**src/verilog/tbbm_cfg.svh**
```systemverilog
// Addresses, field positions, reset values and sizes of the two-byte serial bus master
`ifndef TBBM_CFG_SVH
`define TBBM_CFG_SVH

`define TBBM_ADDR_W 16
`define TBBM_DATA_W 8
`define TBBM_OFS_TARGET 16'hff80
`define TBBM_OFS_WR1 16'hff81
`define TBBM_OFS_WR2 16'hff82
`define TBBM_OFS_RD1 16'hff83
`define TBBM_OFS_RD2 16'hff84
`define TBBM_OFS_CSR 16'hff85
`define TBBM_OFS_INT6 16'hff95
`define TBBM_RST_BYTE 8'h00
`define TBBM_BIT_DIR 0
`define TBBM_BIT_LEN 0
`define TBBM_BIT_START 1
`define TBBM_BIT_ACKERR 2
`define TBBM_BIT_IRQ_FLAG 2
`define TBBM_BIT_IRQ_EN 3
`define TBBM_BIT_MSB 7
`define TBBM_BITCNT_W 3
`define TBBM_BITCNT_TOP 3'h7
`define TBBM_BITCNT_ZERO 3'h0
`define TBBM_BITCNT_ONE 3'h1
`define TBBM_SYNC_STAGES 2

`endif

```
**src/verilog/tbbm_pkg.sv**
```systemverilog
// Types shared by the two-byte serial bus master modules
package tbbm_pkg;
	typedef enum logic [1:0] {
		TBBM_CMD_START,
		TBBM_CMD_STOP,
		TBBM_CMD_WBIT,
		TBBM_CMD_RBIT
	} tbbm_cmd_t;

	typedef enum logic [2:0] {
		TBBM_S_IDLE,
		TBBM_S_START,
		TBBM_S_SEND,
		TBBM_S_ACK_RX,
		TBBM_S_RECV,
		TBBM_S_ACK_TX,
		TBBM_S_STOP
	} tbbm_state_t;
endpackage : tbbm_pkg
```
**src/verilog/tbbm_bit_if.sv**
```systemverilog
// Bit-level command channel between the transaction sequencer and the line engine
`timescale 1ns/100ps
interface tbbm_bit_if;
	tbbm_pkg::tbbm_cmd_t cmd;
	logic tx_bit;
	logic valid;
	logic ready;
	logic done;
	logic rx_bit;

	modport engine (input cmd, input tx_bit, input valid, output ready, output done,
		output rx_bit);
	modport seq (output cmd, output tx_bit, output valid, input ready, input done,
		input rx_bit);
endinterface : tbbm_bit_if

```
**src/verilog/tbbm_bit_engine.sv**
```systemverilog
// Line engine: one bus symbol per command, two half periods of the bit tick each
`timescale 1ns/100ps
module tbbm_bit_engine (
	input wire logic clk_sys,
	input wire logic rstn,
	input wire logic half_edge,
	input wire logic sda_level,
	tbbm_bit_if.engine bus,
	output logic scl_release,
	output logic sda_release
);
	logic busy;
	logic phase;
	tbbm_pkg::tbbm_cmd_t kind;
	logic rx;
	logic done_pulse;

	wire accept = bus.valid && !busy;
	wire first_half_end = busy && half_edge && !phase;
	wire second_half_end = busy && half_edge && phase;
	wire is_start = kind == tbbm_pkg::TBBM_CMD_START;
	wire is_stop = kind == tbbm_pkg::TBBM_CMD_STOP;
	wire acc_start = bus.cmd == tbbm_pkg::TBBM_CMD_START;
	wire acc_sda = (bus.cmd == tbbm_pkg::TBBM_CMD_WBIT) ? bus.tx_bit
		: (bus.cmd == tbbm_pkg::TBBM_CMD_RBIT);

	assign bus.ready = !busy;
	assign bus.done = done_pulse;
	assign bus.rx_bit = rx;

	always_ff @(posedge clk_sys or negedge rstn)
	begin
		if (!rstn)
		begin
			busy <= 1'b0;
			phase <= 1'b0;
			kind <= tbbm_pkg::TBBM_CMD_STOP;
			rx <= 1'b1;
			done_pulse <= 1'b0;
			scl_release <= 1'b1;
			sda_release <= 1'b1;
		end
		else
		begin
			done_pulse <= second_half_end;
			if (accept)
			begin
				// First half: clock low for data and stop, both lines high for start
				busy <= 1'b1;
				phase <= 1'b0;
				kind <= bus.cmd;
				scl_release <= acc_start;
				sda_release <= acc_start ? 1'b1 : acc_sda;
			end
			else if (first_half_end)
			begin
				phase <= 1'b1;
				scl_release <= 1'b1;
				if (is_start)
					sda_release <= 1'b0;
			end
			else if (second_half_end)
			begin
				busy <= 1'b0;
				rx <= sda_level;
				if (is_stop)
					sda_release <= 1'b1;
			end
		end
	end
endmodule : tbbm_bit_engine

```
**src/verilog/tbbm_master.sv**
```systemverilog
// Two-byte serial bus master with its processor-visible special-function registers
// What this block does
// RL1: Master only, timed from 400 kHz tick.
// RL2: One or two bytes, single direction.
// RL3: Six registers visible to the processor.
// RL4: Address bits 7..1, direction bit 0.
// RL5: Direction 0 writes, 1 reads.
// RL6: Completion raises interrupt on line six.
// RL7: New transaction drops the completion interrupt.
// RL8: Second byte sent from / stored to second register.
// RL9: Software write sequence, then wait for interrupt.
// RL10: Software read sequence, read bytes afterwards.
// RL11: Start bit reads busy, self-clears at end.
// RL12: Missing acknowledge sets error, start clears it.
// RL13: Length bit one selects two bytes.
// RL14: Flag bit 2, enable bit 3, read clears.
// RL15: Start, address, ack, data, nack last, stop.
`timescale 1ns/100ps
`include "tbbm_cfg.svh"
module tbbm_master #(
	parameter int DATA_W = `TBBM_DATA_W,
	parameter int SYNC_STAGES = `TBBM_SYNC_STAGES
) (
	input wire logic clk_sys,
	input wire logic rstn,
	input wire logic [`TBBM_ADDR_W-1:0] sfr_addr,
	input wire logic [DATA_W-1:0] sfr_wdata,
	input wire logic sfr_wr,
	input wire logic sfr_rd,
	output logic [DATA_W-1:0] sfr_rdata,
	input wire logic tick_400k,
	input wire logic scl_in,
	output logic scl_out,
	output logic scl_oe_n,
	input wire logic sda_in,
	output logic sda_out,
	output logic sda_oe_n,
	output logic int6_irq
);
	if (DATA_W != `TBBM_DATA_W || SYNC_STAGES != `TBBM_SYNC_STAGES)
		$error("tbbm_master: only byte-wide registers and two-stage synchronisers");
	tbbm_bit_if bit_bus ();
	logic [DATA_W-1:0] target_address_register, first_write_byte, second_write_byte;
	logic [DATA_W-1:0] first_read_byte, second_read_byte, shifter;
	logic length_select_bit, start_busy_bit, ack_error_bit;
	logic completion_irq_flag, completion_irq_enable;
	tbbm_pkg::tbbm_state_t state, next_state;
	logic [`TBBM_BITCNT_W-1:0] bit_cnt;
	logic byte_idx, waiting, data_sent;
	logic tick_s1, tick_s2, tick_prev, sda_s1, sda_s2;
	logic scl_release, sda_release;

	// Tick and data line come from outside the clock domain
	always_ff @(posedge clk_sys or negedge rstn)
	begin
		if (!rstn)
		begin
			tick_s1 <= 1'b0;
			tick_s2 <= 1'b0;
			tick_prev <= 1'b0;
			sda_s1 <= 1'b1;
			sda_s2 <= 1'b1;
		end
		else
		begin
			tick_s1 <= tick_400k;
			tick_s2 <= tick_s1;
			tick_prev <= tick_s2;
			sda_s1 <= sda_in;
			sda_s2 <= sda_s1;
		end
	end

	// Every tick edge is half a bit, so one symbol per tick period
	wire half_edge = tick_s2 ^ tick_prev; // [RL1]

	tbbm_bit_engine u_engine (
		.clk_sys(clk_sys),
		.rstn(rstn),
		.half_edge(half_edge),
		.sda_level(sda_s2),
		.bus(bit_bus),
		.scl_release(scl_release),
		.sda_release(sda_release)
	);

	// Open-drain lines: only ever pulled low, enable low while pulling
	assign scl_out = 1'b0; // [RL1]
	assign scl_oe_n = scl_release;
	assign sda_out = 1'b0;
	assign sda_oe_n = sda_release;

	// Address decode
	wire sel_target = sfr_addr == `TBBM_OFS_TARGET;
	wire sel_wr1 = sfr_addr == `TBBM_OFS_WR1;
	wire sel_wr2 = sfr_addr == `TBBM_OFS_WR2;
	wire sel_rd1 = sfr_addr == `TBBM_OFS_RD1;
	wire sel_rd2 = sfr_addr == `TBBM_OFS_RD2;
	wire sel_csr = sfr_addr == `TBBM_OFS_CSR;
	wire sel_int6 = sfr_addr == `TBBM_OFS_INT6;
	wire idle = state == tbbm_pkg::TBBM_S_IDLE;
	wire cfg_wr = sfr_wr && idle; // [RL11]
	wire go = cfg_wr && sel_csr && sfr_wdata[`TBBM_BIT_START];
	wire read_dir = target_address_register[`TBBM_BIT_DIR]; // [RL5]
	wire last_byte = byte_idx == length_select_bit; // [RL13]
	wire step = bit_bus.done && waiting;
	wire bits_left = bit_cnt != `TBBM_BITCNT_ZERO;
	wire rx_nack = bit_bus.rx_bit; // [RL12]
	wire finish = step && state == tbbm_pkg::TBBM_S_STOP;
	wire int6_read = sfr_rd && sel_int6;
	// After an acknowledge in a write frame, another byte follows unless the last went out
	wire more_bytes = !data_sent || !last_byte;
	logic [DATA_W-1:0] csr_view, int6_view, read_mux;
	always_comb
	begin
		csr_view = `TBBM_RST_BYTE;
		csr_view[`TBBM_BIT_LEN] = length_select_bit;
		csr_view[`TBBM_BIT_START] = start_busy_bit;
		csr_view[`TBBM_BIT_ACKERR] = ack_error_bit;
		int6_view = `TBBM_RST_BYTE;
		int6_view[`TBBM_BIT_IRQ_FLAG] = completion_irq_flag; // [RL14]
		int6_view[`TBBM_BIT_IRQ_EN] = completion_irq_enable;
	end

	// Six transfer registers plus the shared interrupt control register
	assign read_mux = sel_target ? target_address_register // [RL3]
		: sel_wr1 ? first_write_byte
		: sel_wr2 ? second_write_byte
		: sel_rd1 ? first_read_byte
		: sel_rd2 ? second_read_byte
		: sel_csr ? csr_view
		: sel_int6 ? int6_view
		: `TBBM_RST_BYTE;

	// Symbol request for the line engine
	assign bit_bus.valid = !idle && !waiting;
	assign bit_bus.cmd = (state == tbbm_pkg::TBBM_S_START) ? tbbm_pkg::TBBM_CMD_START
		: (state == tbbm_pkg::TBBM_S_STOP) ? tbbm_pkg::TBBM_CMD_STOP
		: (state == tbbm_pkg::TBBM_S_SEND || state == tbbm_pkg::TBBM_S_ACK_TX)
		? tbbm_pkg::TBBM_CMD_WBIT : tbbm_pkg::TBBM_CMD_RBIT;
	// Master acknowledges each read byte but leaves the last one unacknowledged
	assign bit_bus.tx_bit = (state == tbbm_pkg::TBBM_S_ACK_TX) ? last_byte // [RL15]
		: shifter[`TBBM_BIT_MSB];

	always_comb
	begin
		next_state = state;
		case (state)
			tbbm_pkg::TBBM_S_IDLE:
				if (go)
					next_state = tbbm_pkg::TBBM_S_START;
			tbbm_pkg::TBBM_S_START:
				if (step)
					next_state = tbbm_pkg::TBBM_S_SEND;
			tbbm_pkg::TBBM_S_SEND:
				if (step && !bits_left)
					next_state = tbbm_pkg::TBBM_S_ACK_RX;
			tbbm_pkg::TBBM_S_ACK_RX:
				// A missing acknowledge ends the frame early
				if (step)
				begin
					if (rx_nack)
						next_state = tbbm_pkg::TBBM_S_STOP;
					else if (byte_idx == 1'b0 && read_dir)
						next_state = tbbm_pkg::TBBM_S_RECV; // [RL5]
					else if (more_bytes)
						next_state = tbbm_pkg::TBBM_S_SEND;
					else
						next_state = tbbm_pkg::TBBM_S_STOP;
				end
			tbbm_pkg::TBBM_S_RECV:
				if (step && !bits_left)
					next_state = tbbm_pkg::TBBM_S_ACK_TX;
			tbbm_pkg::TBBM_S_ACK_TX:
				if (step)
					next_state = last_byte ? tbbm_pkg::TBBM_S_STOP : tbbm_pkg::TBBM_S_RECV;
			tbbm_pkg::TBBM_S_STOP:
				if (step)
					next_state = tbbm_pkg::TBBM_S_IDLE;
			default:
				next_state = tbbm_pkg::TBBM_S_IDLE;
		endcase
	end

	always_ff @(posedge clk_sys or negedge rstn)
	begin
		if (!rstn)
		begin
			state <= tbbm_pkg::TBBM_S_IDLE;
			waiting <= 1'b0;
		end
		else
		begin
			state <= next_state;
			if (bit_bus.valid && bit_bus.ready)
				waiting <= 1'b1;
			else if (bit_bus.done)
				waiting <= 1'b0;
		end
	end
	// Shifting, byte selection and captured read data
	always_ff @(posedge clk_sys or negedge rstn)
	begin
		if (!rstn)
		begin
			shifter <= `TBBM_RST_BYTE;
			bit_cnt <= `TBBM_BITCNT_TOP;
			byte_idx <= 1'b0;
			data_sent <= 1'b0;
			first_read_byte <= `TBBM_RST_BYTE;
			second_read_byte <= `TBBM_RST_BYTE;
		end
		else if (go)
		begin
			shifter <= target_address_register; // [RL4]
			bit_cnt <= `TBBM_BITCNT_TOP;
			byte_idx <= 1'b0;
			data_sent <= 1'b0;
		end
		else if (step)
		begin
			case (state)
				tbbm_pkg::TBBM_S_SEND:
				begin
					shifter <= {shifter[DATA_W-2:0], 1'b0};
					bit_cnt <= bit_cnt - `TBBM_BITCNT_ONE;
				end
				tbbm_pkg::TBBM_S_ACK_RX:
				begin
					bit_cnt <= `TBBM_BITCNT_TOP;
					// Byte index advances only after a data byte, not the address
					if (data_sent)
						byte_idx <= 1'b1;
					data_sent <= !read_dir;
					shifter <= (data_sent || read_dir) ? second_write_byte // [RL8]
						: first_write_byte; // [RL2]
				end
				tbbm_pkg::TBBM_S_RECV:
				begin
					shifter <= {shifter[DATA_W-2:0], bit_bus.rx_bit};
					bit_cnt <= bit_cnt - `TBBM_BITCNT_ONE;
					if (!bits_left && !byte_idx)
						first_read_byte <= {shifter[DATA_W-2:0], bit_bus.rx_bit};
					if (!bits_left && byte_idx)
						second_read_byte <= {shifter[DATA_W-2:0], bit_bus.rx_bit}; // [RL8]
				end
				tbbm_pkg::TBBM_S_ACK_TX:
				begin
					bit_cnt <= `TBBM_BITCNT_TOP;
					byte_idx <= 1'b1;
				end
				default:
					bit_cnt <= bit_cnt;
			endcase
		end
	end
	// Processor-side registers and status
	always_ff @(posedge clk_sys or negedge rstn)
	begin
		if (!rstn)
		begin
			target_address_register <= `TBBM_RST_BYTE;
			first_write_byte <= `TBBM_RST_BYTE;
			second_write_byte <= `TBBM_RST_BYTE;
			length_select_bit <= 1'b0;
			start_busy_bit <= 1'b0;
			ack_error_bit <= 1'b0;
			completion_irq_flag <= 1'b0;
			completion_irq_enable <= 1'b0;
			sfr_rdata <= `TBBM_RST_BYTE;
		end
		else
		begin
			if (sfr_rd)
				sfr_rdata <= read_mux;
			if (cfg_wr && sel_target)
				target_address_register <= sfr_wdata;
			if (cfg_wr && sel_wr1)
				first_write_byte <= sfr_wdata;
			if (cfg_wr && sel_wr2)
				second_write_byte <= sfr_wdata;
			if (cfg_wr && sel_csr)
				length_select_bit <= sfr_wdata[`TBBM_BIT_LEN]; // [RL13]
			if (sfr_wr && sel_int6)
				completion_irq_enable <= sfr_wdata[`TBBM_BIT_IRQ_EN]; // [RL14]
			if (go || finish)
				start_busy_bit <= go; // [RL11]
			if (go || (step && state == tbbm_pkg::TBBM_S_ACK_RX && rx_nack))
				ack_error_bit <= !go; // [RL12]
			// Completion set wins over a read clear in the same cycle
			if (finish || go || int6_read)
				completion_irq_flag <= finish; // [RL6] [RL7] [RL14]
		end
	end
	assign int6_irq = completion_irq_flag && completion_irq_enable; // [RL6]
endmodule : tbbm_master

```
**config.mk**
```make
export PLATFORM = sky130hd
export DESIGN_NAME = tbbm_master
export DESIGN_NICKNAME = d
export VERILOG_FILES = /design/src/verilog/tbbm_pkg.sv /design/src/verilog/tbbm_bit_if.sv /design/src/verilog/tbbm_bit_engine.sv /design/src/verilog/tbbm_master.sv
export VERILOG_INCLUDE_DIRS = /design/src /design/src/verilog
export SDC_FILE = /design/constraint.sdc
export NUM_CORES = 1
export LEC_CHECK = 0
export ABC_AREA = 1
export BUFFER_PORTS_ARGS = -buffer_cell sky130_fd_sc_hd__buf_2
export CORE_ASPECT_RATIO = 1.5
export CORE_MARGIN = 3
export CORE_UTILIZATION = 63
export CTS_CLUSTER_DIAMETER = 100
export CTS_CLUSTER_SIZE = 20
export DETAILED_ROUTE_END_ITERATION = 8
export PLACE_DENSITY = 0.84
export RECOVER_POWER = 100
export SETUP_SLACK_MARGIN = 0.15
export SLEW_MARGIN = 0
export SYNTH_ARGS = -nofsm -noshare
export SYNTH_HDL_FRONTEND = slang
export SYNTH_SLANG_ARGS = --single-unit
```
**constraint.sdc**
```tcl
create_clock -name clk_sys -period 4.46 [get_ports clk_sys]
set_input_delay 0.446 -clock clk_sys [delete_from_list [all_inputs] [get_ports clk_sys]]
set_output_delay 0.446 -clock clk_sys [all_outputs]
set_load 0.1 [all_outputs]
```
# [Word-level counts from Yosys, hierarchy flattened]
# Index checks and enable logic that the tools add are counted.
[classes] add_sub_neg=1 n_mul=0 n_div=0 magnitude_cmp=0 n_eq_ne=27 shifts=0 mux=52 bitwise=5 reduce_logical=64
[ops] cell="16-bit equality test, second input constant" n=7
[ops] cell="8-bit 2-to-1 mux" n=8
[ops] cell="3-bit 2-to-1 mux" n=12
[ops] cell="8-bit case mux with 3 select lines" n=1
[ops] cell="1-bit 2-to-1 mux" n=23
[ops] cell="1-bit logical AND" n=22
[ops] cell="3-bit case mux with 7 select lines" n=1
[ops] cell="3-bit nonzero test" n=5
[ops] cell="1-bit zero test" n=10
[ops] cell="2-bit inequality test, second input constant" n=5
[ops] cell="2-bit nonzero test" n=5
[ops] cell="3-bit equality test, second input constant" n=3
[ops] cell="3-bit AND reduction" n=3
[ops] cell="4-bit 2-to-1 mux" n=2
[ops] cell="2-bit AND reduction" n=4
[ops] cell="4-bit AND reduction" n=2
[ops] cell="7-bit AND reduction" n=1
[ops] cell="3-bit by 2-bit equality test with 1-bit output, second input constant" n=2
[ops] cell="1-bit logical OR" n=6
[ops] cell="2-bit 2-to-1 mux" n=3
[ops] cell="2-bit by 1-bit inequality test with 1-bit output, second input constant" n=3
[ops] cell="3-bit case mux with 2 select lines" n=1
[ops] cell="2-bit equality test, second input constant" n=2
[ops] cell="2-bit zero test" n=2
[ops] cell="12 further kinds" n=16
[totals] reg_bits=83 latchBits=0 ramBits=0 mem_bits_ro=0 inputBits=31 mem_count=0

# [Logic depth before layout (Yosys ltp)]
# Gate-level depths: netlist (run 1).
[depth] word_depth=9 ltp_mapped=13

# [Hierarchy]
# A second synthesis (run 1) with hierarchy kept.
[unflattened] cells_unflattened=583 area_unflattened_um2=4486.8
[modules_own_cells] module="tbbm_master" instances=1 cells_each=532 area_per_inst_um2=4066.4
[modules_own_cells] module="tbbm_bit_engine" instances=1 cells_each=51 area_per_inst_um2=420.4

# [Worst setup path before layout (run 1)]
# No wires, ideal clock.
[synth_timing] kind="input to register" startpoint="in sfr_addr[7]" endpoint="reg shifter[1]" setup_time_ns=0.121 t_arrival_ns=1.607 required_ns=4.339 slack_ns=2.733 cell_stages=12 path_cell_list="inv_1 -> nor2_2 -> nand2_2 -> nor2_4 -> nand2_4 -> nor2_8 -> nand2_4 -> nand2_4 -> nand2_2 -> nand2_4 -> buf_8 -> o21ai_1"
[synth_between] elab_chain_len=5 word_cells_on_any_way=7 cone_classes="eq/ne: 1; mux: 1; reduce/logical: 5"
[synth_lines] element="start: declaration" line_no="tbbm_master.sv:26" rtl="input wire logic [`TBBM_ADDR_W-1:0] sfr_addr,"
[synth_lines] element="16-bit equality test (no source line) *"
[synth_lines] element="1-bit logical AND * (2 in a row)" line_no="tbbm_master.sv:103" rtl="wire go = cfg_wr && sel_csr && sfr_wdata[`TBBM_BIT_START];"
[synth_lines] element="4-bit nonzero test (no source line) or 2-bit nonzero test (tied branches)"
[synth_lines] element="2-bit AND reduction (no source line)"
[synth_lines] element="end signal: assignment" line_no="tbbm_master.sv:206" rtl="shifter <= `TBBM_RST_BYTE;"
[synth_lines] element="end signal: assignment" line_no="tbbm_master.sv:215" rtl="shifter <= target_address_register;"
[synth_lines] element="end signal: assignment" line_no="tbbm_master.sv:225" rtl="shifter <= {shifter[DATA_W-2:0], 1'b0};"
[synth_lines] element="end: declaration" line_no="tbbm_master.sv:44" rtl="logic [DATA_W-1:0] first_read_byte, second_read_byte, shifter;"
# Every way passes the cells marked *; elsewhere a longest branch is shown, timed or not.
# A chain may end at the register's enable or synchronous reset.

# [Worst setup path after layout (run 1)]
[layout_timing] startpoint="in sfr_addr[14]" endpoint="reg shifter[5]"
# Same word-level chain as after synthesis.

==> impl_metrics.toml, run 1 <==
[clock_tree]
cts_tree = "done"
ctsLongestPathBuffers = 2
htreeDepth = 3
clkTransAtPathRegs_ns = 0.07
ctsResizeCount = 0
postCtsHoldBufs = 0
clock_latency_ns = 0.36
numCtsBuffers = 9
cts_sinks = 83
cts_root_buf = "clkbuf_8"
postCtsSetupBuffers = 0

[global_route]
gr-total-overflow = 0
grt_first_pass_wirelength_um = 16400
antenna_found_initial = 0
grt_util_all_layers = 0.273
grt_max_degree = 84
grt_pass1_vias = 3570

[detailed_routing]
drt_first_pass_iters = 5
vias_per_cell = 5.64
drc = 0
routed_wirelength_um = 9790
vias = 3680
drt_iter0_markers = 246
routedWlPerCell_um = 15.0
detail-route-antenna-nets = 0

[sta]
drv_slew = 84
relSlewSlack = -0.334
grt_setup_unrepaired = "false"
max_clock_freq_ghz = 0.332
fin_setup_tns_ns = 0
post-route-period-util = 0.675
hold_viol_final = 0
hold_slack_ns = 0.187
setup_viol = 0
fin_skew_ns = 0.00968
max_slew.worst_pin.slew_ns = 2.00
finalCriticalPeriod_ns = 3.01

[synthesis]
yosys-top-cells-count = "nand2_1, dfrtp_1, nand3_1"
synth.top_cell.area_share = 0.436
synthTopCellsByArea = "dfrtp_1, nand2_1, nand3_1"
synth.most_common_cell = "nand2_1"
synth.avg_cell_area_um2 = 7.94
netlist_area_um2 = 4250
synth_cell_types = 41
synthArstFlopShare = 1.00
seq_area_frac_synth = 0.491
ys_ff_latch = 83
synth_edf_count = 0
synth.largest_area_cell = "dfrtp_1"
yosys_most_used_dff = "dfrtp_1"
synth_cells = 535
ys_warn_count = 0

[setup_path]
crit_fanout = 20
required_ns = 4.73
cp.arrival_ns = 3.28
end_kind = "register"
critPathLaunchType = "input port"
crit_type = "input port to register"

[status]
violations = "max-capacitance violations, max-slew violations"
status = "finished with violations"

[pwr]
p_leak_nw = 2.36
ir_drop_uv = 295
powerDensity_nw_per_um2 = 479

[placed_design]
globalplace.congestion = 0.914
dp_hpwl_um = 7050
port_buffers = 40

[floorplan]
core.rowCount = 36
die_area_um2 = 7790
fp.coreArea_um2 = 6530
chipHeight_um = 107
start_util = 0.651
die_w_um = 73.1
pin_count = 44

[finish]
drive_gt1_frac = 0.132
area_delta_synth_final_pct = 7.92
nets = 604
antenna_cells = 0

[min_path]
min_path_type = "input port to register"

[flow_run]
drv_cap = 1
==> state kept, by name (all words and copies together), names as in the netlist, 3 cells and up <==
name,count
bit_cnt,3
first_read_byte,8
first_write_byte,8
second_read_byte,8
second_write_byte,8
sfr_rdata,8
shifter,8
state,3
target_address_register,8
==> routing by layer <==
layer / global-route usage / part of all wire / vias up
li1: - / - / 1807
met1: 0.339 / 0.40 / 1712
met2: 0.441 / 0.52 / 133
met3: 0.0450 / 0.047 / 28
met4: 0.158 / 0.036 / 0
met5: 0 / 0 / -
==> cell usage in the layout, fill, tap and decap left out, types with 3 or more instances in the layout <==
cell / n
nand2_1: 143
dfrtp_1: 74
o21ai_0: 71
nand3_1: 62
inv_1: 58
nor2_1: 39
buf_2: 28
clkbuf_1: 16
clkbuf_8: 10
dfstp_2: 9
o21ai_1: 7
a21oi_1: 6
nand2_4: 5
nand4_1: 5
nand2_2: 4
nor3_1: 3
nor2_2: 3
inv_2: 3
o21ai_2: 3
==> cell type report <==
| class | count | area [µm²] |
|---|---|---|
| Clock buffer | 14 | 153 |
| Clock inverter | 2 | 35.0 |
| Fill cell | 525 | 1950 |
| Inverter | 61 | 229 |
| Multi-Input combinational cell | 375 | 1800 |
| Sequential cell | 83 | 2090 |
| Tap cell | 76 | 95.1 |
| Timing Repair Buffer | 41 | 190 |
==> through the flow <==
stage / area, µm² / instances / total power [mW] / util / setup slack [ns]
detailed placement: 4460 / 636 / 1.70 / 0.683 / 1.95
global route: 4590 / 652 / 2.35 / 0.702 / 1.10
CTS: 4650 / 652 / 2.23 / 0.712 / 2.31
finish: 4590 / 652 / 2.20 / 0.702 / 1.45
floorplan: 4250 / 536 / 1.55 / - / 2.73
global placement: 4460 / 636 / 1.67 / 0.683 / 1.98
==> where the power goes <==
| part | switching (mW) | leakage [nW] | internal, mW | total [mW] |
|---|---|---|---|---|
| Clock | 0.255 | 0.0947 | 0.275 | 0.530 |
| Sequential | 0.0876 | 1.08 | 0.907 | 0.994 |
| Combinational | 0.471 | 1.19 | 0.202 | 0.673 |
==> worst max-delay path: stages <==
cell and delay [ns]:
buf_2 0.07, nand2_1 0.04, inv_1 0.05, nand2_1 0.05, nor2_1 0.56, clkbuf_1 0.67, nand2_1 0.33, nor2_8 0.26
nand2_4 0.20, nand2_1 0.18, nand2_4 0.09, nand2_4 0.17, nand2_1 0.07, o21ai_0 0.07
==> cells by family (layout without fill, tap and decap cells) <==
logic type | count (synthesis) | in the layout | share of synthesized area
other | 1 | 2 | 0.000883
AO/OA/AOI/OAI | 95 | 95 | 0.119
AND/OR/NAND/NOR | 275 | 275 | 0.304
buffers and inverters | 78 | 118 | 0.0769
flip-flops | 83 | 83 | 0.491
XOR/XNOR | 1 | 1 | 0.00206
adder cells (fa/ha/maj) | 2 | 2 | 0.00589
==> path summary, 6_finish.rpt <==
check,from,end,slack (ns),cells past startpoint
hold reg to reg,tick_s1,tick_s2,0.35,0
min in group asynchronous,rstn,first_read_byte[7],0.66,1
hold / removal,sda_in,sda_s1,0.19,1
max in group asynchronous,rstn,waiting,2.63,1
setup reg to reg,state[0],shifter[5],2.02,9
setup / recovery,sfr_addr[14],shifter[5],1.45,14
Power figures use the tool's default switching activity.
==> run 2, diff against run 1 <==
- ABC_AREA: 1 -> 0
- CORE_UTILIZATION: 63 -> 53
- PLACE_DENSITY: 0.84 -> 0.76
- clock period: 4.46 -> 2.7 ns (I/O delays scaled with it)
==> run 2 against run 1 <==
- the run still ends with max-capacitance violations, max-slew violations left
- design area increased by 3.1%
- critical path depth decreased by 7
- register-to-register slack got worse by 1.6 ns
- sequential cell count unchanged
- hold slack got worse by 0.16 ns
- critical path type is now register to register
- highest routed layer is now met5
==> impl_metrics.toml, run 2 <==
[min_path]
min_path_type = "input port to register"

[synthesis]
seq_area_frac_synth = 0.494
ys_ff_latch = 83
yosys_most_used_dff = "dfrtp_1"
yosys-top-cells-count = "dfrtp_1, nor2_1, o21ai_0"
synth_edf_count = 0
synthArstFlopShare = 1.00
ys_warn_count = 0
synth.avg_cell_area_um2 = 10.5
synth_cells = 404
synth_cell_types = 59
synthTopCellsByArea = "dfrtp_1, mux2_2, dfstp_2"
synth.most_common_cell = "dfrtp_1"
synth.largest_area_cell = "dfrtp_1"
netlist_area_um2 = 4230
synth.top_cell.area_share = 0.438

[setup_path]
path_common_cell = "nor3_1"
path_cells = "nor3_1, clkbuf_1, and3_1, nand3_1, clkbuf_2, nor3_1, a21oi_1"
critPathLaunchType = "register"
slowest_delay_ns = 0.53
required_ns = 2.91
crit_type = "register to register"
cp.arrival_ns = 2.53
crit_fanout = 21
cp_slowest_cell = "dfrtp_1"
end_kind = "register"

[sta]
max_clock_freq_ghz = 0.430
setup_viol = 0
relSlewSlack = -0.337
max_slew.worst_pin.slew_ns = 2.01
drv_slew = 84
grt_setup_unrepaired = "false"
fin_setup_tns_ns = 0
finalCriticalPeriod_ns = 2.32
hold_viol_final = 0
post-route-period-util = 0.860
fin_skew_ns = 0.00685

[global_route]
grt_max_degree = 84
grt_pass1_vias = 3339
grt_util_all_layers = 0.240
antenna_found_initial = 1
gr-total-overflow = 0
grt_first_pass_wirelength_um = 16500

[clock_tree]
clock_latency_ns = 0.34
clkTransAtPathRegs_ns = 0.06
postCtsSetupBuffers = 0
cts_root_buf = "clkbuf_16"
ctsResizeCount = 0
numCtsBuffers = 9
postCtsHoldBufs = 0
cts_tree = "done"
ctsLongestPathBuffers = 2
htreeDepth = 3
cts_sinks = 83

[floorplan]
fp.coreArea_um2 = 7710
die_area_um2 = 9100
pin_count = 44
core.rowCount = 39
start_util = 0.548
die_w_um = 78.9
chipHeight_um = 115

[pwr]
p_leak_nw = 2.19
ir_drop_uv = 388
power_mw = 2.63
powerDensity_nw_per_um2 = 557

[placed_design]
dp_hpwl_um = 7100
globalplace.congestion = 0.944
port_buffers = 40
placed_cell_area_um2 = 4500

[detailed_routing]
drt_first_pass_iters = 5
vias_per_cell = 6.05
drc = 0
routedWlPerCell_um = 18.7
drt_iter0_markers = 215
routed_wirelength_um = 10200
detail-route-antenna-nets = 0
vias = 3307

[status]
status = "finished with violations"
violations = "max-capacitance violations, max-slew violations"

[flow_run]
drv_cap = 1

[finish]
area_delta_synth_final_pct = 11.9
design_area_um2 = 4730
final_cell_mix = "dfrtp_1, nand2_1, nor2_1, o21ai_0, mux2_2"
final_common_cell = "dfrtp_1"
fillers = 681
drive_gt1_frac = 0.218
antenna_cells = 0
nets = 473
run 2: final cells by class:
cell class                      instances  area [µm²]  share of cell area
Clock buffer                           10         239              0.0505
Clock inverter                          6        65.1              0.0138
Sequential cell                        83        2090               0.442
Timing Repair Buffer                   47         224              0.0474
Multi-Input combinational cell        285        1930               0.409
Inverter                               14        52.6              0.0111
Tap cell                              102         128              0.0270
run 2: power breakdown:
part           internal [mW]  leakage [nW]  switching [mW]
sequential              1.26          1.05         0.00504
clock                  0.739         0.137           0.493
combinational         0.0340          1.00           0.107
total                   2.03          2.19           0.605
run 2: per-stage QoR:
step / utilization / instances / setup slack (ns) / hold slack [ns]
after floorplan: - / 405 / 0.782 / -0.0256
after global routing: 0.613 / 547 / 0.241 / 0.0181
after CTS: 0.623 / 547 / 0.555 / 0.0164
final: 0.613 / 547 / 0.377 / 0.0233
after detailed placement: 0.583 / 531 / 0.508 / 0.348
after global placement: 0.583 / 531 / 0.529 / 0.337
run 2: path summary, 6_finish.rpt:
check,from,cells past startpoint,end,slack (ns)
max reg2reg,state[2],7,shifter[0],0.38
max in group asynchronous,rstn,1,second_write_byte[2],1.02
max,state[2],7,shifter[0],0.38
min in group asynchronous,rstn,1,first_read_byte[0],0.51
min reg2reg,sda_s1,0,sda_s2,0.36
min,sda_in,1,sda_s1,0.02
run 2: per-layer routing:
metal | part of all wire | global-route usage | vias to the layer above
met5 | 0.0014 | 0 | -
met1 | 0.38 | 0.272 | 1634
met4 | 0.046 | 0.157 | 2
met3 | 0.043 | 0.0486 | 36
met2 | 0.53 | 0.409 | 102
li1 | - | - | 1533
run 2: kinds of logic after synthesis:
group                      count (synthesis)  synth area share
and+or+nand+nor                          127             0.161
AOI/OAI and AO/OA                         98             0.143
DFF                                       83             0.494
muxes                                     53             0.149
buffers and inverters                     37            0.0397
adders and majority gates                  3           0.00829
xor gates and xnor gates                   2           0.00415
other                                      1          0.000888
run 2: critical path, delay by kind of cell, from the launching register on:
kind	cells	cell delay, ns
simple gates	4	1.03
buf+inv	2	0.57
flops	1	0.53
compound gates	1	0.06
